$ cat src/verilog/fptc_pkg.sv
// package: constants, commands and carriers of the fp transcendental and control unit
package fptc_pkg;

  // operand layout: sign, biased exponent, explicit-integer significand
  localparam int          XW           = 80;
  localparam int          MW           = 64;
  localparam int          WW           = 16;
  localparam int          SIGN_BIT     = 79;
  localparam int          EXP_LSB      = 64;
  localparam logic [14:0] EXP_BIAS     = 15'h3fff;
  localparam logic [14:0] EXP_ALL1     = 15'h7fff;
  localparam logic [63:0] MANT_ONE     = 64'h8000_0000_0000_0000;

  // internal pi: 0.f * 2^2, f given as 68 fraction bits (66 significant)
  localparam int          PI_W         = 68;
  localparam logic [67:0] PI_FRAC      = 68'hc90fdaa22168c234c;
  // in units of 2^-65 the same bit string is 2*pi; x needs 2 extra shift steps
  localparam int          RED_XTRA     = 2;
  localparam int          RED_MIN_UE   = 2;

  // status and control word fields
  localparam int          FLG_INV      = 0;
  localparam int          FLG_OVF      = 3;
  localparam int          FLG_UNF      = 4;
  localparam int          FLG_PREC     = 5;
  localparam int          SW_ES        = 7;
  localparam int          SW_C2        = 10;
  localparam logic [15:0] CW_INIT      = 16'h003f;
  localparam logic [15:0] SW_INIT      = 16'h0000;
  localparam logic [15:0] TW_INIT      = 16'hffff;

  // save-area word indices: control, status, tag, then stack registers
  localparam logic [5:0]  WIX_CW       = 6'h00;
  localparam logic [5:0]  WIX_SW       = 6'h01;
  localparam logic [5:0]  WIX_TW       = 6'h02;
  localparam logic [5:0]  WIX_STK      = 6'h03;
  localparam logic [5:0]  REG_WORDS    = 6'h05;

  typedef enum logic [4:0] {
    OP_NOP, OP_INIT, OP_LDCW, OP_STCW, OP_STSW, OP_CLEX, OP_LDENV, OP_STENV,
    OP_RSTOR, OP_SAVE, OP_WAIT, OP_SIN, OP_COS, OP_SINCOS, OP_TAN,
    OP_LOG2, OP_LOG2P1, OP_EXP2M1, OP_SCALE
  } fptc_op_t;

  typedef struct packed {
    fptc_op_t         op;
    logic             nowait;
    logic             to_gpr;
    logic [15:0]      addr;
    logic [XW-1:0]    a;
    logic [XW-1:0]    b;
  } fptc_req_t;

  typedef struct packed {
    logic [XW-1:0]    data;
    logic             fixed;
    logic             fault;
  } fptc_rsp_t;

endpackage

$ cat src/verilog/fptc_unit.sv
// fp transcendental and control unit: reduction, scale, domain checks, state ops
`timescale 1ns/10ps
module fptc_unit
  import fptc_pkg::*;
#(
  parameter int          STACK_DEPTH = 8,
  parameter logic [16:0] RED_MAX_UE  = 17'h0003f
)(
  // clock and reset
  input  wire logic        i_ref_clk,
  input  wire logic        i_srst,
  // instruction request from the integer unit
  input  wire logic        i_req_valid,
  input  wire fptc_req_t   i_req,
  output logic             o_req_ready,
  // completion
  output logic             o_rsp_valid,
  output fptc_rsp_t        o_rsp,
  // word-serial memory port
  output logic             o_mem_req,
  output logic             o_mem_we,
  output logic [WW-1:0]    o_mem_addr,
  output logic [WW-1:0]    o_mem_wdata,
  input  wire logic        i_mem_ack,
  input  wire logic [WW-1:0] i_mem_rdata
);

  localparam logic [5:0] WIX_LAST = 6'(WIX_STK + REG_WORDS * STACK_DEPTH - 1);

  typedef enum logic [1:0] {ST_IDLE, ST_REDUCE, ST_MEM} fptc_state_t;

  fptc_state_t      state_q, state_d;
  fptc_op_t         op_q, op_d;
  logic [15:0]      cw_q, cw_d, sw_q, sw_d, tw_q, tw_d;
  logic [XW-1:0]    stk_q [STACK_DEPTH];
  logic [XW-1:0]    stk_d [STACK_DEPTH];
  logic             sign_q, sign_d;
  logic             ready_q, ready_d, rsp_valid_q, rsp_valid_d;
  fptc_rsp_t        rsp_q, rsp_d;
  logic             mreq_q, mreq_d, mwe_q, mwe_d;
  logic [WW-1:0]    maddr_q, maddr_d, mwdata_q, mwdata_d;
  logic [5:0]       idx_q, idx_d, last_q, last_d;
  logic             acc, pend, red_start, red_done, mem_go, mem_wr;
  logic [5:0]       mem_first, mem_last;
  logic [PI_W-1:0]  red_rem;
  logic [14:0]      a_exp;
  logic [63:0]      a_mant;
  logic signed [16:0] ue;
  logic signed [17:0] scl;
  logic [7:0]       red_steps;

  assign acc    = i_req_valid && ready_q;
  assign pend   = |(sw_q[5:0] & ~cw_q[5:0]);
  assign a_exp  = i_req.a[78:64];
  assign a_mant = i_req.a[63:0];
  // unbiased exponent k of the operand, the ulp scale is 2^(k-63)
  assign ue     = signed'({2'b00, a_exp}) - signed'({2'b00, EXP_BIAS});
  assign scl    = signed'({3'b000, a_exp}) + signed'({{2{i_req.b[15]}}, i_req.b[15:0]});
  assign red_steps = 8'(ue + 17'sd66);

  fptc_reduce u_reduce (
    .i_ref_clk (i_ref_clk),
    .i_srst    (i_srst),
    .i_start   (red_start),
    .i_mant    (a_mant),
    .i_steps   (red_steps),
    .o_done    (red_done),
    .o_rem     (red_rem)
  );

  function automatic logic [WW-1:0] word_of(input logic [5:0] ix);
    logic [5:0] off;
    off = ix - WIX_STK;
    if (ix == WIX_CW) word_of = cw_q;
    else if (ix == WIX_SW) word_of = sw_q;
    else if (ix == WIX_TW) word_of = tw_q;
    else word_of = stk_q[3'(off / REG_WORDS)][(off % REG_WORDS) * WW +: WW];
  endfunction

  always_comb begin
    logic [5:0] off;
    off         = idx_q - WIX_STK;
    state_d     = state_q;
    op_d        = op_q;
    cw_d        = cw_q;
    sw_d        = sw_q;
    tw_d        = tw_q;
    stk_d       = stk_q;
    sign_d      = sign_q;
    ready_d     = ready_q;
    rsp_valid_d = 1'b0;
    rsp_d       = rsp_q;
    mreq_d      = mreq_q;
    mwe_d       = mwe_q;
    maddr_d     = maddr_q;
    mwdata_d    = mwdata_q;
    idx_d       = idx_q;
    last_d      = last_q;
    red_start   = 1'b0;
    mem_go      = 1'b0;
    mem_wr      = 1'b0;
    mem_first   = WIX_CW;
    mem_last    = WIX_CW;
    case (state_q)
      ST_IDLE: begin
        if (acc) begin
          op_d        = i_req.op;
          sign_d      = i_req.a[SIGN_BIT];
          rsp_d       = '0;
          rsp_valid_d = 1'b1;
          if (!i_req.nowait && pend) begin
            rsp_d.fault = 1'b1;
          end else begin
            case (i_req.op)
              OP_INIT: begin
                cw_d = CW_INIT;
                sw_d = SW_INIT;
                tw_d = TW_INIT;
                for (int i = 0; i < STACK_DEPTH; i++) stk_d[i] = '0;
              end
              OP_CLEX: sw_d[5:0] = 6'h00;
              OP_LDCW: mem_go = 1'b1;
              OP_STCW: begin
                mem_go = 1'b1;
                mem_wr = 1'b1;
              end
              OP_STSW: begin
                if (i_req.to_gpr) begin
                  rsp_d.data = XW'(sw_q);
                end else begin
                  mem_go    = 1'b1;
                  mem_wr    = 1'b1;
                  mem_first = WIX_SW;
                  mem_last  = WIX_SW;
                end
              end
              OP_LDENV, OP_STENV, OP_RSTOR, OP_SAVE: begin
                mem_go   = 1'b1;
                mem_wr   = (i_req.op == OP_STENV) || (i_req.op == OP_SAVE);
                mem_last = ((i_req.op == OP_LDENV) || (i_req.op == OP_STENV)) ? WIX_TW
                                                                              : WIX_LAST;
              end
              OP_SIN, OP_COS, OP_SINCOS, OP_TAN: begin
                rsp_d.data = i_req.a;
                // signed compare: a small operand has a negative exponent
                if (a_exp == 15'h0000 || ue < signed'(17'(RED_MIN_UE))) begin
                  sw_d[SW_C2] = 1'b0;
                end else if (ue > signed'(RED_MAX_UE)) begin
                  sw_d[SW_C2] = 1'b1;
                end else begin
                  sw_d[SW_C2] = 1'b0;
                  red_start   = 1'b1;
                  rsp_valid_d = 1'b0;
                  state_d     = ST_REDUCE;
                end
              end
              OP_SCALE: begin
                rsp_d.data = i_req.a;
                if (a_exp != 15'h0000 && a_exp != EXP_ALL1) begin
                  if (scl >= signed'({3'b000, EXP_ALL1})) begin
                    rsp_d.data = {i_req.a[SIGN_BIT], EXP_ALL1, MANT_ONE};
                    sw_d[FLG_OVF] = 1'b1;
                  end else if (scl <= 18'sd0) begin
                    rsp_d.data = {i_req.a[SIGN_BIT], 79'h0};
                    sw_d[FLG_UNF] = 1'b1;
                  end else begin
                    rsp_d.data[78:64] = scl[14:0];
                  end
                end
              end
              OP_EXP2M1: begin
                rsp_d.data = i_req.a;
                if (a_exp > EXP_BIAS || (a_exp == EXP_BIAS && a_mant != MANT_ONE)) begin
                  sw_d[FLG_INV] = 1'b1;
                end else begin
                  sw_d[FLG_PREC] = 1'b1;
                end
              end
              OP_LOG2, OP_LOG2P1: begin
                rsp_d.data = XW'(ue);
                if (i_req.op == OP_LOG2 ? (i_req.a[SIGN_BIT] || a_exp == 15'h0000)
                    : (i_req.a[SIGN_BIT] && a_exp >= EXP_BIAS)) begin
                  sw_d[FLG_INV] = 1'b1;
                end
              end
              default: ;
            endcase
          end
          if (mem_go) begin
            rsp_valid_d = 1'b0;
            state_d     = ST_MEM;
            mreq_d      = 1'b1;
            mwe_d       = mem_wr;
            maddr_d     = i_req.addr;
            idx_d       = mem_first;
            last_d      = mem_last;
            mwdata_d    = word_of(mem_first);
          end
          ready_d = rsp_valid_d;
        end
      end
      ST_REDUCE: begin
        if (red_done) begin
          rsp_d.data  = {sign_q, 11'h000, red_rem};
          rsp_d.fixed = 1'b1;
          rsp_valid_d = 1'b1;
          ready_d     = 1'b1;
          state_d     = ST_IDLE;
        end
      end
      ST_MEM: begin
        if (i_mem_ack) begin
          if (!mwe_q) begin
            if (idx_q == WIX_CW) cw_d = i_mem_rdata;
            else if (idx_q == WIX_SW) sw_d = i_mem_rdata;
            else if (idx_q == WIX_TW) tw_d = i_mem_rdata;
            else stk_d[3'(off / REG_WORDS)][(off % REG_WORDS) * WW +: WW] = i_mem_rdata;
          end
          if (idx_q == last_q) begin
            mreq_d      = 1'b0;
            rsp_valid_d = 1'b1;
            ready_d     = 1'b1;
            state_d     = ST_IDLE;
            if (op_q == OP_SAVE) begin
              cw_d = CW_INIT;
              sw_d = SW_INIT;
              tw_d = TW_INIT;
              for (int i = 0; i < STACK_DEPTH; i++) stk_d[i] = '0;
            end
          end else begin
            idx_d    = idx_q + 6'h01;
            maddr_d  = maddr_q + 16'h0001;
            mwdata_d = word_of(idx_q + 6'h01);
          end
        end
      end
      default: state_d = ST_IDLE;
    endcase
    // summary bit follows the unmasked flags
    sw_d[SW_ES] = |(sw_d[5:0] & ~cw_d[5:0]);
  end

  always_ff @(posedge i_ref_clk) begin
    if (i_srst) begin
      state_q     <= ST_IDLE;
      op_q        <= OP_NOP;
      cw_q        <= CW_INIT;
      sw_q        <= SW_INIT;
      tw_q        <= TW_INIT;
      for (int i = 0; i < STACK_DEPTH; i++) stk_q[i] <= '0;
      sign_q      <= 1'b0;
      ready_q     <= 1'b0;
      rsp_valid_q <= 1'b0;
      rsp_q       <= '0;
      mreq_q      <= 1'b0;
      mwe_q       <= 1'b0;
      maddr_q     <= '0;
      mwdata_q    <= '0;
      idx_q       <= '0;
      last_q      <= '0;
    end else begin
      state_q     <= state_d;
      op_q        <= op_d;
      cw_q        <= cw_d;
      sw_q        <= sw_d;
      tw_q        <= tw_d;
      stk_q       <= stk_d;
      sign_q      <= sign_d;
      ready_q     <= (state_q == ST_IDLE && !acc) ? 1'b1 : ready_d;
      rsp_valid_q <= rsp_valid_d;
      rsp_q       <= rsp_d;
      mreq_q      <= mreq_d;
      mwe_q       <= mwe_d;
      maddr_q     <= maddr_d;
      mwdata_q    <= mwdata_d;
      idx_q       <= idx_d;
      last_q      <= last_d;
    end
  end

  assign o_req_ready = ready_q;
  assign o_rsp_valid = rsp_valid_q;
  assign o_rsp       = rsp_q;
  assign o_mem_req   = mreq_q;
  assign o_mem_we    = mwe_q;
  assign o_mem_addr  = maddr_q;
  assign o_mem_wdata = mwdata_q;
endmodule // fptc_unit

$ cat src/verilog/fptc_reduce.sv
// bit-serial remainder of x modulo the internal 2*pi
`timescale 1ns/10ps
module fptc_reduce
  import fptc_pkg::*;
(
  // clock and reset
  input  wire logic              i_ref_clk,
  input  wire logic              i_srst,
  // start with significand and step count
  input  wire logic              i_start,
  input  wire logic [MW-1:0]     i_mant,
  input  wire logic [7:0]        i_steps,
  // result, remainder in units of 2^-65
  output logic                   o_done,
  output logic [PI_W-1:0]        o_rem
);

  logic [MW-1:0]   num_q, num_d;
  logic [PI_W-1:0] rem_q, rem_d;
  logic [7:0]      cnt_q, cnt_d;
  logic            run_q, run_d;
  logic            done_q, done_d;
  logic [PI_W:0]   trial;

  // restoring division step against the internal 2*pi, one bit per cycle
  always_comb begin
    num_d  = num_q;
    rem_d  = rem_q;
    cnt_d  = cnt_q;
    run_d  = run_q;
    done_d = 1'b0;
    trial  = {rem_q, num_q[MW-1]};
    if (i_start) begin
      num_d = i_mant;
      rem_d = '0;
      cnt_d = i_steps;
      run_d = 1'b1;
    end else if (run_q) begin
      num_d = {num_q[MW-2:0], 1'b0};
      if (trial >= {1'b0, PI_FRAC}) begin
        rem_d = PI_W'(trial - {1'b0, PI_FRAC});
      end else begin
        rem_d = trial[PI_W-1:0];
      end
      cnt_d = cnt_q - 8'h01;
      if (cnt_q == 8'h01) begin
        run_d  = 1'b0;
        done_d = 1'b1;
      end
    end
  end

  always_ff @(posedge i_ref_clk) begin
    if (i_srst) begin
      num_q  <= '0;
      rem_q  <= '0;
      cnt_q  <= '0;
      run_q  <= 1'b0;
      done_q <= 1'b0;
    end else begin
      num_q  <= num_d;
      rem_q  <= rem_d;
      cnt_q  <= cnt_d;
      run_q  <= run_d;
      done_q <= done_d;
    end
  end

  assign o_done = done_q;
  assign o_rem  = rem_q;

endmodule // fptc_reduce

$ cat config.mk
export PLATFORM = sky130hd
export DESIGN_NAME = fptc_unit
export DESIGN_NICKNAME = d
export VERILOG_FILES = /design/src/verilog/fptc_pkg.sv /design/src/verilog/fptc_unit.sv /design/src/verilog/fptc_reduce.sv
export SDC_FILE = /design/constraint.sdc
export NUM_CORES = 2
export LEC_CHECK = 0
export BUFFER_PORTS_ARGS = -buffer_cell sky130_fd_sc_hd__buf_2
export CORE_UTILIZATION = 30
export DETAILED_ROUTE_END_ITERATION = 16
export PLACE_DENSITY_LB_ADDON = 0.08
export SKIP_LAST_GASP = 1
export SLEW_MARGIN = 5
export SYNTH_ARGS = -nofsm -noshare
export SYNTH_HDL_FRONTEND = slang
export SYNTH_SLANG_ARGS = --single-unit
export TNS_END_PERCENT = 1
$ cat constraint.sdc
create_clock -name i_ref_clk -period 18.9 [get_ports i_ref_clk]
set_input_delay 0.945 -clock i_ref_clk [delete_from_list [all_inputs] [get_ports i_ref_clk]]
set_output_delay 0.945 -clock i_ref_clk [all_outputs]
set_load 0.01 [all_outputs]
==> results.txt <==
Overall global routing resource usage -> 26.1%
Core region area -> 159000 um^2
Wire length of the first global-routing pass -> 317000 um
CTS clk-pin slew, worst paths -> 0.06 ns
Wirelength per Cell -> 27.8 um
Hold Vio Cnt, Final -> 0
Commonest non-fill, non-tap cell in the layout -> dfxtp_1
Total wirelength of the detailed-routed design -> 220000 um
Start-to-end type of the worst setup path -> reg2reg
Number of standard cells in the layout, taps in and fillers out -> 7909
Length of the first detailed-routing pass in iterations -> 9
Power density over the cells -> 85.1 nW/um^2
Longest Clk Path Bufs -> 3
Count of endpoints failing setup in the final report -> 0
Synth warn -> 0
Number of rows created at floorplan -> 146
Proportion of synthesized chip area in sequential cells -> 40.2%
Leakage Power -> 19.5 nW
Clock sinks -> 965
Count of input and output buffers -> 256
# Post-CTS Setup Buffers -> 0
Average via count per standard cell -> 5.85
Worst hold path class -> in2reg
Number of max-cap violations -> 0
Highest-count cells in the layout ignoring fill and taps -> 964 x dfxtp_1, 820 x nand2_1, 408 x a22o_1, 361 x nor2_1, 350 x a21oi_1
Total power consumption of the routed design -> 0.00469 W
Vert. Die Dim -> 402 um
Setup repair after global routing missed its margin -> no
Via count of the first global-routing pass -> 43504
Crit path launch -> idx_q[0]
Worst clock skew on the final layout -> 0.0389 ns
Kind of end point of the critical path -> flop
Clock tree from TritonCTS -> built
Max-Slew Margin vs Limit -> 12.2%
Count of cell types in the netlist -> 113
Initial antenna violation count -> 20
Mean post-synth cell area -> 8.40 um^2
Top-Level Pins -> 321
Clock Latency Late Sink -> 0.77 ns
Largest net degree at the start of global routing -> 158
Hold wc startpoint -> i_req[97]
Placer's final routability congestion estimate -> 0.882
Count of antenna-violating nets left after detailed routing -> 0
Max-slew violations -> 0
CTS H-tree lvls -> 3
Worst-case vdd ir drop -> 0.0756 mV
Post-cts repair resize count -> 0
Worst Tran Pin Value -> 1.31 ns
Ys async rst share -> 0%
Net Count, Synth -> 5974
Post-detailed-route DRC marker count -> 0
Initial core utilization -> 30.3%
Highest attainable clock frequency -> 101 MHz
CTS buffer count -> 114
Vias after detailed routing -> 46287
Detailed placement HPWL -> 147000 um
CP max FO -> 58
Number of flip-flops and latches in the synthesized netlist -> 965
Launch point of the worst reg-to-reg path -> idx_q[0]
Nature of the critical path startpoint -> flop
Cts hold-fix bufs -> 0
Area of the die -> 162000 um^2
Result of the run -> finished, final reports clean
Data arrival at the endpoint of the critical path -> 10.48 ns
Synthesized instance count -> 5721
Net total in the final layout -> 5986
Overall overflow remaining after global route -> 0
Predominant post-synthesis flop cell -> dfxtp_1
Fraction of layout cells with a size suffix above 1 -> 12.8%
Number of cells after detailed placement -> 7689
CP required -> 19.48 ns
Root buffer cell -> clkbuf_16
Die width -> 402 um
Final TNS setup -> 0 ns
Area growth from synthesis to layout -> 14.8%
Syn Std Cell Area -> 48000 um^2
Count of flip-flops with a built-in enable after synthesis -> 0
Number of violations reported at the end of detailed-routing iteration 0 -> 4517
Post-route clock period utilization -> 52.4%
Post-layout min period -> 9.90 ns
==> layer usage <==
layer | GRT usage [%] | up-vias | wire (um)
met5 | 0 | - | 139
met4 | 9.13 | 16 | 8050
met3 | 4.15 | 375 | 13900
met2 | 41.3 | 1659 | 98600
met1 | 35.8 | 22836 | 99200
li1 | - | 21401 | -
==> per-stage QoR <==
stage          hold slack [ns]  instance area [um^2]  setup slack [ns]  utilization (%)
3_3_place_gp             0.429                 51200              9.10             32.2
5_1_grt                  0.398                 55100              8.45             34.7
3_5_place_dp             0.434                 51200              9.06             32.2
6_report                 0.410                 55200              9.00             34.7
4_1_cts                  0.359                 55100              9.04             34.7
2_1_floorplan            0.415                 48000             12.36                -
==> logic make-up after synthesis <==
group | Yosys count | synth area share, %
adders and majority gates | 51 | 1.34
DFF | 965 | 40.2
muxes | 202 | 4.71
and+or+nand+nor | 1907 | 18.2
buffers and inverters | 570 | 4.83
xor gates and xnor gates | 96 | 1.81
AOI/OAI and AO/OA | 1930 | 28.9
==> critical path, cell delays in order, from the launching register on <==
cell and delay (ns):
dfxtp_1 0.72, buf_4 0.34, inv_2 0.22, ha_1 0.66, nand2b_1 0.19, o211ai_1 0.21
nand4_1 0.28, nand2_1 0.45, inv_1 0.34, ha_1 0.61, o21ai_0 0.57, o211ai_1 0.20
nand2_1 0.13, ha_1 0.30, inv_1 0.15, a41oi_1 0.18, a311oi_1 0.07, a221oi_1 0.46
o211ai_1 0.20, a221o_4 0.60, buf_4 0.45, buf_4 0.48, and3_1 0.32, a311oi_1 0.57
mux2_2 0.27, o211ai_1 0.22, a221oi_1 0.33, a211oi_1 0.11
==> cells in the mapped netlist (17+ instances only) <==
cell type | number | share of area [%]
a211oi_1 | 118 | 1.8
a21o_1 | 22 | 0.34
a21oi_1 | 356 | 3.7
a221o_1 | 19 | 0.40
a221oi_1 | 71 | 1.3
a222oi_1 | 17 | 0.35
a22o_1 | 408 | 7.4
a22oi_1 | 45 | 0.70
a311oi_1 | 48 | 0.88
a31oi_1 | 38 | 0.49
a32o_1 | 98 | 2.0
and2_1 | 26 | 0.34
and3_1 | 72 | 0.94
buf_1 | 49 | 0.38
buf_2 | 95 | 0.99
clkbuf_1 | 337 | 2.6
dfxtp_1 | 965 | 40
ha_1 | 49 | 1.3
inv_1 | 71 | 0.55
mux2i_1 | 173 | 3.6
mux4_2 | 18 | 0.84
nand2_1 | 823 | 6.4
nand3_1 | 292 | 3.0
nand4_1 | 32 | 0.42
nor2_1 | 373 | 2.9
nor2b_1 | 30 | 0.39
nor3_1 | 81 | 0.84
nor4_1 | 38 | 0.49
o211ai_1 | 59 | 0.92
o21ai_0 | 337 | 3.5
o21ai_1 | 27 | 0.28
o22ai_1 | 60 | 0.78
o2bb2ai_1 | 25 | 0.46
or3_1 | 23 | 0.30
xnor2_1 | 45 | 0.82
xor2_1 | 47 | 0.86
==> state kept, by name, summed over array words and instances, names as in the netlist, 2 cells and up <==
| register | cells |
|---|---|
| cw_q | 16 |
| u_reduce.num_q | 64 |
| u_reduce.o_rem | 68 |
| o_mem_wdata | 16 |
| sw_q | 16 |
| u_reduce.cnt_q | 8 |
| state_q | 2 |
| last_q | 3 |
| tw_q | 16 |
| o_rsp | 82 |
| idx_q | 6 |
| o_mem_addr | 16 |
| stk_q | 640 |
| op_q | 5 |
==> cell type report <==
class	instances	area [um^2]
Antenna cell	9	22.5
Clock inverter	39	552
Multi-Input combinational cell	4186	26600
Fill cell	16614	104000
Timing Repair Buffer	388	2330
Sequential cell	965	19300
Clock buffer	172	3400
Tap cell	2072	2590
Inverter	78	294
==> worst paths after layout <==
path	endpoint	slack (ns)	depth (start not counted)
min	o_rsp[19]	0.41	3
min reg2reg	stk_q[228]	0.45	2
max reg2reg	o_mem_wdata[11]	9.00	27
max	o_mem_wdata[11]	9.00	27
==> where the power goes <==
part | total (W) | switching, W | internal [W]
Combinational | 0.000296 | 0.000225 | 0.0000706
Clock | 0.00235 | 0.000975 | 0.00138
Sequential | 0.00204 | 0.00000486 | 0.00204
Total | 0.00469 | 0.00120 | 0.00349
Note: power is estimated with default switching activity, not from simulation.
